## src/common/amp_status_pkg.sv

```systemverilog
package amp_status_pkg;

    // ==========================================================
    // register offsets
    localparam logic [7:0] REG_OFFSET_OVERCURRENT = 8'h01;
    localparam logic [7:0] REG_LOAD_DIAG_LOW = 8'h02;
    localparam logic [7:0] REG_LOAD_DIAG_HIGH = 8'h03;
    localparam logic [7:0] REG_SUPPLY_THERMAL = 8'h04;
    localparam logic [7:0] REG_OUTPUT_STATE = 8'h05;
    localparam logic [7:0] REG_PLAY_MUTE = 8'h06;
    localparam logic [7:0] UNMAPPED_READ = 8'h00;
    localparam logic [7:0] PTR_STEP = 8'h01;

    // ==========================================================
    // serial link constants
    localparam logic [4:0] DEV_ADDR_FIXED = 5'h1b;
    localparam logic [2:0] LAST_BIT = 3'h7;
    localparam logic [2:0] BIT_STEP = 3'h1;

    // ==========================================================
    // thermal warning codes
    localparam logic [2:0] WARN_NONE = 3'h0;
    localparam logic [2:0] WARN_ANY = 3'h1;
    localparam logic [2:0] WARN_LEVEL1 = 3'h3;
    localparam logic [2:0] WARN_LEVEL2 = 3'h5;
    localparam logic [2:0] WARN_LEVEL3 = 3'h7;

    // ==========================================================
    // types
    typedef enum logic [3:0] {
        ST_IDLE, ST_DEV_ADDR, ST_ADDR_ACK, ST_SUB_ADDR, ST_SUB_ACK,
        ST_WR_DATA, ST_WR_ACK, ST_RD_DATA, ST_RD_ACK, ST_WAIT_STOP
    } link_state_e;

    // index 3 is channel 4, index 0 is channel 1
    typedef struct packed {
        logic [3:0] offset;
        logic [3:0] overcurrent;
        logic [3:0] open_load;
        logic [3:0] shorted_load;
        logic [3:0] supply_short;
        logic [3:0] ground_short;
    } fault_s;

    typedef struct packed {
        logic [2:0] warn_level;
        logic shutdown;
        logic pump;
        logic analog;
        logic supply_low;
        logic supply_high;
        logic [3:0] grounded;
        logic [3:0] floating;
        logic [3:0] silenced;
        logic [3:0] playing;
    } live_s;

    typedef struct packed {
        logic scl;
        logic sda;
    } pins_s;

    typedef struct packed {
        pins_s pins;
        fault_s fault;
        live_s live;
    } sampled_s;

    typedef struct packed {
        sampled_s s1;
        sampled_s s2;
        sampled_s s3;
        sampled_s clean;
        fault_s latched;
        live_s live;
        link_state_e state;
        logic [2:0] bit_cnt;
        logic byte_full;
        logic [7:0] shift;
        logic [7:0] ptr;
        logic read_dir;
        logic sda_low;
        logic addr_taken;
        logic [1:0] addr_sel;
    } core_s;

    // ==========================================================
    // reset values
    localparam live_s LIVE_RESET = '{floating: 4'hf, default: '0};
    localparam sampled_s SAMPLED_RESET = '{pins: '{scl: 1'b1, sda: 1'b1},
                                           fault: '0, live: LIVE_RESET};
    localparam core_s CORE_RESET = '{s1: SAMPLED_RESET, s2: SAMPLED_RESET,
                                     s3: SAMPLED_RESET, clean: SAMPLED_RESET,
                                     live: LIVE_RESET, state: ST_IDLE,
                                     default: '0};

endpackage

```

## src/rtl/amp_fault_status_regs.sv

```systemverilog
`timescale 1ns/1ps
module amp_fault_status_regs (
    // clock and reset
    input wire logic core_clk_in,
    input wire logic reset_n_in,
    // serial host link
    input wire logic scl_in,
    input wire logic sda_in,
    output logic sda_out,
    output logic sda_drive_n_out,
    input wire logic [1:0] addr_sel_in,
    // latched fault events from protection
    input wire logic [3:0] offset_fault_in,
    input wire logic [3:0] overcurrent_shutdown_in,
    input wire logic [3:0] open_load_flag_in,
    input wire logic [3:0] shorted_load_flag_in,
    input wire logic [3:0] supply_short_flag_in,
    input wire logic [3:0] ground_short_flag_in,
    // live supply and thermal status
    input wire logic [2:0] thermal_warning_level_in,
    input wire logic thermal_shutdown_live_in,
    input wire logic pump_voltage_fault_live_in,
    input wire logic analog_supply_fault_live_in,
    input wire logic power_supply_low_live_in,
    input wire logic power_supply_high_live_in,
    // live channel states
    input wire logic [3:0] grounded_output_in,
    input wire logic [3:0] floating_output_in,
    input wire logic [3:0] silenced_state_in,
    input wire logic [3:0] playing_state_in
);

    // ==========================================================
    // helpers
    // a bit moves only once the second and third stage agree
    function automatic amp_status_pkg::sampled_s agree(
        input amp_status_pkg::sampled_s a,
        input amp_status_pkg::sampled_s b,
        input amp_status_pkg::sampled_s cur);
        agree = (b & ~(a ^ b)) | (cur & (a ^ b));
    endfunction

    function automatic logic warn_legal(input logic [2:0] code);
        warn_legal = (code == amp_status_pkg::WARN_NONE) ||
                     (code == amp_status_pkg::WARN_ANY) ||
                     (code == amp_status_pkg::WARN_LEVEL1) ||
                     (code == amp_status_pkg::WARN_LEVEL2) ||
                     (code == amp_status_pkg::WARN_LEVEL3);
    endfunction

    function automatic logic [7:0] reg_byte(
        input logic [7:0] ptr,
        input amp_status_pkg::fault_s f,
        input amp_status_pkg::live_s l);
        case (ptr)
            amp_status_pkg::REG_OFFSET_OVERCURRENT:
                reg_byte = {f.offset, f.overcurrent};
            amp_status_pkg::REG_LOAD_DIAG_LOW:
                reg_byte = {f.open_load[1], f.shorted_load[1],
                            f.supply_short[1], f.ground_short[1],
                            f.open_load[0], f.shorted_load[0],
                            f.supply_short[0], f.ground_short[0]};
            amp_status_pkg::REG_LOAD_DIAG_HIGH:
                reg_byte = {f.open_load[3], f.shorted_load[3],
                            f.supply_short[3], f.ground_short[3],
                            f.open_load[2], f.shorted_load[2],
                            f.supply_short[2], f.ground_short[2]};
            amp_status_pkg::REG_SUPPLY_THERMAL:
                reg_byte = {l.warn_level, l.shutdown, l.pump,
                            l.analog, l.supply_low, l.supply_high};
            amp_status_pkg::REG_OUTPUT_STATE:
                reg_byte = {l.grounded, l.floating};
            amp_status_pkg::REG_PLAY_MUTE:
                reg_byte = {l.silenced, l.playing};
            default:
                reg_byte = amp_status_pkg::UNMAPPED_READ;
        endcase
    endfunction

    // ==========================================================
    // state and edge detection
    amp_status_pkg::core_s q;
    amp_status_pkg::core_s next_q;
    amp_status_pkg::sampled_s raw;
    amp_status_pkg::sampled_s clean_next;
    logic scl_rise;
    logic scl_fall;
    logic start_seen;
    logic stop_seen;
    logic [7:0] rd_byte;

    assign raw = {scl_in, sda_in,
                  offset_fault_in, overcurrent_shutdown_in,
                  open_load_flag_in, shorted_load_flag_in,
                  supply_short_flag_in, ground_short_flag_in,
                  thermal_warning_level_in, thermal_shutdown_live_in,
                  pump_voltage_fault_live_in, analog_supply_fault_live_in,
                  power_supply_low_live_in, power_supply_high_live_in,
                  grounded_output_in, floating_output_in,
                  silenced_state_in, playing_state_in};

    assign clean_next = agree(q.s2, q.s3, q.clean);
    assign scl_rise = clean_next.pins.scl & ~q.clean.pins.scl;
    assign scl_fall = ~clean_next.pins.scl & q.clean.pins.scl;
    // data edges only count while the clock line stays high
    assign start_seen = q.clean.pins.scl & clean_next.pins.scl &
                        q.clean.pins.sda & ~clean_next.pins.sda;
    assign stop_seen = q.clean.pins.scl & clean_next.pins.scl &
                       ~q.clean.pins.sda & clean_next.pins.sda;
    assign rd_byte = reg_byte(q.ptr, q.latched, q.live);

    // open drain: data is always low, the enable decides
    assign sda_out = 1'b0;
    assign sda_drive_n_out = ~q.sda_low;

    // ==========================================================
    // next state
    always_comb begin
        next_q = q;
        next_q.s1 = raw;
        next_q.s2 = q.s1;
        next_q.s3 = q.s2;
        next_q.clean = clean_next;

        // strap caught on the first edge after release
        if (!q.addr_taken) begin
            next_q.addr_sel = addr_sel_in;
            next_q.addr_taken = 1'b1;
        end

        // sticky: only a reset clears, bus writes never reach here
        next_q.latched = q.latched | q.clean.fault;

        // live fields follow the filtered inputs
        next_q.live = q.clean.live;
        // grounded field copies the filtered input as it is, gated by nothing else
        next_q.live.grounded = q.clean.live.grounded;
        // an illegal warning code is a glitch; hold the last good level
        if (!warn_legal(q.clean.live.warn_level)) begin
            next_q.live.warn_level = q.live.warn_level;
        end

        if (stop_seen) begin
            next_q.state = amp_status_pkg::ST_IDLE;
            next_q.sda_low = 1'b0;
        end else if (start_seen) begin
            // covers the repeated start between subaddress and read
            next_q.state = amp_status_pkg::ST_DEV_ADDR;
            next_q.bit_cnt = '0;
            next_q.byte_full = 1'b0;
            next_q.sda_low = 1'b0;
        end else begin
            unique case (q.state)
                amp_status_pkg::ST_IDLE, amp_status_pkg::ST_WAIT_STOP: begin
                    next_q.sda_low = 1'b0;
                end
                amp_status_pkg::ST_DEV_ADDR, amp_status_pkg::ST_SUB_ADDR,
                amp_status_pkg::ST_WR_DATA: begin
                    if (scl_rise) begin
                        next_q.shift = {q.shift[6:0], q.clean.pins.sda};
                        next_q.bit_cnt = q.bit_cnt + amp_status_pkg::BIT_STEP;
                        next_q.byte_full = (q.bit_cnt == amp_status_pkg::LAST_BIT);
                    end
                    if (scl_fall && q.byte_full) begin
                        next_q.byte_full = 1'b0;
                        if (q.state == amp_status_pkg::ST_DEV_ADDR) begin
                            if (q.shift[7:1] == {amp_status_pkg::DEV_ADDR_FIXED,
                                                 q.addr_sel}) begin
                                next_q.read_dir = q.shift[0];
                                next_q.sda_low = 1'b1;
                                next_q.state = amp_status_pkg::ST_ADDR_ACK;
                            end else begin
                                next_q.state = amp_status_pkg::ST_WAIT_STOP;
                            end
                        end else if (q.state == amp_status_pkg::ST_SUB_ADDR) begin
                            next_q.ptr = q.shift;
                            next_q.sda_low = 1'b1;
                            next_q.state = amp_status_pkg::ST_SUB_ACK;
                        end else begin
                            // data acknowledged but discarded
                            next_q.ptr = q.ptr + amp_status_pkg::PTR_STEP;
                            next_q.sda_low = 1'b1;
                            next_q.state = amp_status_pkg::ST_WR_ACK;
                        end
                    end
                end
                amp_status_pkg::ST_ADDR_ACK, amp_status_pkg::ST_SUB_ACK,
                amp_status_pkg::ST_WR_ACK: begin
                    if (scl_fall) begin
                        next_q.bit_cnt = '0;
                        if (q.state == amp_status_pkg::ST_ADDR_ACK && q.read_dir) begin
                            next_q.shift = rd_byte;
                            next_q.sda_low = ~rd_byte[7];
                            next_q.state = amp_status_pkg::ST_RD_DATA;
                        end else begin
                            next_q.sda_low = 1'b0;
                            next_q.state = (q.state == amp_status_pkg::ST_ADDR_ACK) ?
                                           amp_status_pkg::ST_SUB_ADDR :
                                           amp_status_pkg::ST_WR_DATA;
                        end
                    end
                end
                amp_status_pkg::ST_RD_DATA: begin
                    if (scl_rise) begin
                        next_q.bit_cnt = q.bit_cnt + amp_status_pkg::BIT_STEP;
                        next_q.byte_full = (q.bit_cnt == amp_status_pkg::LAST_BIT);
                    end
                    if (scl_fall) begin
                        if (q.byte_full) begin
                            next_q.byte_full = 1'b0;
                            next_q.sda_low = 1'b0;
                            next_q.ptr = q.ptr + amp_status_pkg::PTR_STEP;
                            next_q.state = amp_status_pkg::ST_RD_ACK;
                        end else begin
                            next_q.shift = {q.shift[6:0], 1'b0};
                            next_q.sda_low = ~q.shift[6];
                        end
                    end
                end
                amp_status_pkg::ST_RD_ACK: begin
                    if (scl_rise) begin
                        if (q.clean.pins.sda) begin
                            // not-acknowledge: host will close with stop
                            next_q.state = amp_status_pkg::ST_WAIT_STOP;
                        end else begin
                            next_q.byte_full = 1'b1;
                        end
                    end
                    if (scl_fall && q.byte_full) begin
                        next_q.byte_full = 1'b0;
                        next_q.bit_cnt = '0;
                        next_q.shift = rd_byte;
                        next_q.sda_low = ~rd_byte[7];
                        next_q.state = amp_status_pkg::ST_RD_DATA;
                    end
                end
            endcase
        end
    end

    always_ff @(posedge core_clk_in or negedge reset_n_in) begin
        if (!reset_n_in) begin
            q <= amp_status_pkg::CORE_RESET;
        end else begin
            q <= next_q;
        end
    end

    // ==========================================================
    // checks
    property p_offset_latch;
        @(posedge core_clk_in) disable iff (!reset_n_in)
        q.clean.fault.offset[3] |=> q.latched.offset[3] ##1 q.latched.offset[3];
    endproperty
    a_offset_latch: assert property (p_offset_latch)
        else $error("offset event not latched");

    property p_overcurrent_hold;
        @(posedge core_clk_in) disable iff (!reset_n_in)
        $rose(q.clean.fault.overcurrent[0]) |=> q.latched.overcurrent[0] [*4];
    endproperty
    a_overcurrent_hold: assert property (p_overcurrent_hold)
        else $error("overcurrent flag did not hold");

    property p_sticky;
        @(posedge core_clk_in) disable iff (!reset_n_in)
        q.latched.open_load[1] |=> q.latched.open_load[1];
    endproperty
    a_sticky: assert property (p_sticky)
        else $error("latched flag cleared without reset");

    property p_write_ignored;
        @(posedge core_clk_in) disable iff (!reset_n_in)
        (q.state == amp_status_pkg::ST_WR_DATA) |=>
            ((q.latched & $past(q.latched)) == $past(q.latched));
    endproperty
    a_write_ignored: assert property (p_write_ignored)
        else $error("write changed a flag");

    property p_output_state_read;
        @(posedge core_clk_in) disable iff (!reset_n_in)
        (q.state == amp_status_pkg::ST_ADDR_ACK && q.read_dir && scl_fall &&
         q.ptr == amp_status_pkg::REG_OUTPUT_STATE) |=>
            (q.shift == {$past(q.live.grounded), $past(q.live.floating)});
    endproperty
    a_output_state_read: assert property (p_output_state_read)
        else $error("output state byte wrong");

    property p_read_step;
        @(posedge core_clk_in) disable iff (!reset_n_in)
        (q.state == amp_status_pkg::ST_RD_DATA && scl_fall && q.byte_full && !stop_seen
         && !start_seen) |=> (q.ptr == $past(q.ptr) + amp_status_pkg::PTR_STEP) &&
            (q.state == amp_status_pkg::ST_RD_ACK) && !q.sda_low;
    endproperty
    a_read_step: assert property (p_read_step)
        else $error("read address did not step");

    property p_nack_release;
        @(posedge core_clk_in) disable iff (!reset_n_in)
        (q.state == amp_status_pkg::ST_RD_ACK && scl_rise && q.clean.pins.sda &&
         !stop_seen && !start_seen) |=>
            (q.state == amp_status_pkg::ST_WAIT_STOP) ##1 !q.sda_low;
    endproperty
    a_nack_release: assert property (p_nack_release)
        else $error("line held after not-acknowledge");

    property p_warn_legal;
        @(posedge core_clk_in) disable iff (!reset_n_in)
        !warn_legal(q.clean.live.warn_level) |=> (q.live.warn_level == $past(q.live.warn_level))
            && warn_legal(q.live.warn_level);
    endproperty
    a_warn_legal: assert property (p_warn_legal)
        else $error("illegal thermal warning code");

    property p_floating_follow;
        @(posedge core_clk_in) disable iff (!reset_n_in)
        $changed(q.clean.live.floating) |=> (q.live.floating == $past(q.clean.live.floating));
    endproperty
    a_floating_follow: assert property (p_floating_follow)
        else $error("floating state not shown");

endmodule

```

## config.mk

```make
export PLATFORM = sky130hd
export DESIGN_NAME = amp_fault_status_regs
export DESIGN_NICKNAME = d
export VERILOG_FILES = /design/src/common/amp_status_pkg.sv /design/src/rtl/amp_fault_status_regs.sv
export SDC_FILE = /design/constraint.sdc
export NUM_CORES = 1
export LEC_CHECK = 0
export BUFFER_PORTS_ARGS = -buffer_cell sky130_fd_sc_hd__buf_2
export CAP_MARGIN = 0
export CORE_AREA = 4 4 250 154
export CTS_CLUSTER_DIAMETER = 80
export DETAILED_ROUTE_END_ITERATION = 10
export DIE_AREA = 0 0 254 158
export PLACE_DENSITY_LB_ADDON = 0.15
export SLEW_MARGIN = 20
export SYNTH_ARGS = -nofsm -noshare
export SYNTH_HDL_FRONTEND = slang
export SYNTH_SLANG_ARGS = --single-unit
```

## constraint.sdc

```tcl
create_clock -name core_clk_in -period 4 [get_ports core_clk_in]
set_input_delay 0.4 -clock core_clk_in [delete_from_list [all_inputs] [get_ports core_clk_in]]
set_output_delay 0.4 -clock core_clk_in [all_outputs]
set_load 0.01 [all_outputs]
```

==> results by group <==
Setup path
  • CP Max Fanout: 12
  • Buf+Inv Stages, Crit Path: 1
  • Kind of cell adding the most delay to the critical path: compound AO/OA/AOI/OAI gates
  • Critical Path AT: 2.93 ns
  • Cell chain of the critical path: inv_1 -> ha_1 -> a222oi_1 -> mux2i_1 -> a22o_1 -> mux2_4
  • CP startpoint: q[5]$_DFFE_PN0P_
  • Worst Path Required: 4.44 ns
  • Setup crit end: q[14]$_DFFE_PN0P_
  • R2R setup slack: 1.51 ns
  • Max stage delay on crit path: 0.72 ns
  • Worst-case reg-to-reg path depth: 6
  • Startpoint Class: flip-flop
  • R2r endpoint: q[14]$_DFFE_PN0P_
  • Setup crit end kind: flip-flop
  • Worst path depth: 6
  • WS Path Type: reg2reg
  • RR Startpoint: q[5]$_DFFE_PN0P_
  • Slowest CP cell: a222oi_1

Placed design
  • PortBufs: 54
  • Post-Place Cell Area: 10180 µm²
  • RD Place Congestion: 0.7538
  • Dpl hpwl: 12.45 mm
  • Placed insts: 1112
  • Place WS: 1.513 ns

Global route
  • Global Route Usage Sum: 9.664%
  • Total gr overflow: 0
  • Largest net degree at the start of global routing: 124
  • Initial antenna violation count: 0
  • First-pass GRT wire length: 30.84 mm
  • Number of global-route vias before repair: 5394

CTS
  • CTS root buf: clkbuf_16
  • Post-CTS Resized: 0
  • Clock tree buffer depth: 3
  • Clock Latency Late Sink: 0.55 ns
  • TritonCTS clock tree: done
  • TritonCTS Buffers: 28
  • Clock sink total: 277
  • Clock transition at path regs: 0.06 ns
  • Htree depth: 1

STA
  • Fmax: 401.7 MHz
  • Final Cycle Share: 62.23%
  • Final hold vios: 0
  • Worst Skew: 0.006549 ns
  • Slew at the pin closest to its max-slew limit: 1.114 ns
  • Fin worst setup slack: 1.511 ns
  • Endpoints failing setup: 0
  • Final Critical Period: 2.489 ns
  • Slew margin rel.: 25.71%
  • Setup TNS Final: 0 ns
  • Max-slew violation count: 0
  • RSZ-0062 raised after global routing: no

Die
  • Row count: 54
  • Die W: 254 µm
  • Core box area: 36080 µm²
  • Initial core utilization: 25.88%
  • Die area: 40130 µm²
  • Die height: 158 µm
  • I/O pin total: 56

Cells and area
  • Layout area overhead: 24.44%
  • Most common cell after layout, fill and taps aside: dfrtp_1
  • Antenna diodes: 0
  • Nets: 777
  • Fin area: 11620 µm²
  • Layout cells sized above 1: 25.03%
  • Commonest cells after routing, fill and taps aside: 249 x dfrtp_1, 53 x buf_2, 51 x dlygate4sd3_1
  • Fin cells: 1215

Yosys
  • Cells after synthesis: 596
  • Syn Area/Cell: 15.67 µm²
  • Synthesized Nets: 656
  • Asr flop ratio synth: 100.0%
  • Post-synth EDFFs: 0
  • Top_reg_cell synth: dfrtp_1
  • Synthesized area: 9339 µm²
  • #FFs+latches synth: 277
  • Register area share after synthesis: 74.60%
  • Ys Warns: 0
  • Synth cell types: 72

Job
  • Max-cap violations: 0

Routing
  • Drt first pass iters: 7
  • Total Routed Length: 18.87 mm
  • Antenna-violating nets left: 0
  • Vias: 5099
  • WL per Instance: 15.53 µm
  • Post-route DRC violation count: 0
  • Initial DRC count: 268
  • Routed vias/inst: 4.197

Power and ir drop
  • Peak VDD IR: 0.0002804 V
  • Leakage power: 4.781 nW
  • Pwr Density: 535.2 nW/µm²

Min path
  • Hold/Removal Path Class: in2reg
  • Hold path depth: 2
  • Worst hold start: addr_sel_in[1]

Outcome
  • Status: finished, final reports clean
## worst min path at each step
| stage | endpoint | slack, ns |
|---|---|---|
| after detailed placement | next_q[140]$_DFF_PN0_ | 0.33 |
| after CTS | q[1]$_DFFE_PN0N_ | 0.04 |
| final | q[1]$_DFFE_PN0N_ | 0.08 |
| after floorplan | async pin | 0.10 |
| after global placement | next_q[173]$_DFF_PN0_ | 0.33 |
| after global routing | q[1]$_DFFE_PN0N_ | 0.05 |
## what timing repair did
item                                   CTS  global route
endpoints found under the hold margin   98             0
setup buffers                            0             0
hold buffers                            51             0
## where the power goes
part	leakage [nW]	switching, mW	internal (mW)	total, mW
sequential	3.18	0.171	3.02	3.19
clock	0.444	1.10	1.47	2.57
combinational	1.16	0.209	0.249	0.459
## through the flow
step | util [%] | power (mW) | hold WS, ns
floorplan | - | 3.458 | 0.1044
CTS | 32.21 | 6.359 | 0.04461
global route | 32.21 | 6.549 | 0.04759
global placement | 28.22 | 3.661 | 0.3314
finish | 32.21 | 6.219 | 0.08241
detailed placement | 28.22 | 3.670 | 0.3347
## cells in the mapped netlist, drive strengths merged, types with 2 or more instances
master / number / area share [%]
dfrtp: 249 / 67
maj3: 48 / 5.1
dfstp: 28 / 7.9
or2: 26 / 1.7
nand2: 24 / 0.96
a21oi: 23 / 1.4
nor2: 19 / 0.79
mux2: 18 / 2.4
o21ai: 13 / 0.70
nand3: 11 / 0.59
a22o: 9 / 0.84
buf: 9 / 0.55
a222oi: 8 / 0.86
clkbuf: 8 / 0.32
inv: 8 / 0.32
mux2i: 7 / 0.75
a22oi: 6 / 0.48
ha: 6 / 0.80
a21o: 4 / 0.32
a221oi: 4 / 0.44
nor3: 4 / 0.27
nor4: 4 / 0.33
or3: 4 / 0.27
a211oi: 3 / 0.24
nand2b: 3 / 0.20
nor2b: 3 / 0.20
o22ai: 3 / 0.20
or3b: 3 / 0.28
a221o: 2 / 0.21
conb: 2 / 0.080
nand3b: 2 / 0.16
nand4: 2 / 0.13
nor3b: 2 / 0.16
o211ai: 2 / 0.16
o21a: 2 / 0.16
o22a: 2 / 0.19
o31ai: 2 / 0.16
xor2: 2 / 0.19
## final cells by class
type	count	area [µm²]
clock inverter	13	127.6
sequential	277	6967
multi-input combinational	294	2261
inverter	8	30.03
clock buffer	39	802.0
timing repair buffer	108	838.3
fill	3562	24460
tap	476	595.6
## cell families (layout without fill, tap and decap cells)
family	Yosys count	after routing	share of synthesized area, %
and+or+nand+nor	115	115	7.034
adders and majority gates	54	54	5.949
buffers and inverters	25	168	1.192
muxes	25	25	3.162
xor gates and xnor gates	2	2	0.1876
other	2	2	0.08042
AOI/OAI and AO/OA	96	96	7.798
DFF	277	277	74.60
## layer usage
| metal | track usage [%] | vias to the layer above | routed length, µm | share of wire [%] |
|---|---|---|---|---|
| met5 | 0 | - | 0 | 0 |
| met4 | 2.401 | 0 | 398 | 2.1 |
| met3 | 2.397 | 32 | 913 | 4.8 |
| met2 | 13.01 | 86 | 7470 | 40 |
| met1 | 15.33 | 2618 | 10090 | 53 |
| li1 | - | 2363 | - | - |
## worst reg2reg max path, cell delays in order, from the launching register on
cell and delay (ns):
dfrtp_1 0.46, inv_1 0.13, ha_1 0.43, a222oi_1 0.72, mux2i_1 0.17, a22o_1 0.23, mux2_4 0.25
No activity file was read; power rests on OpenSTA's default activity.
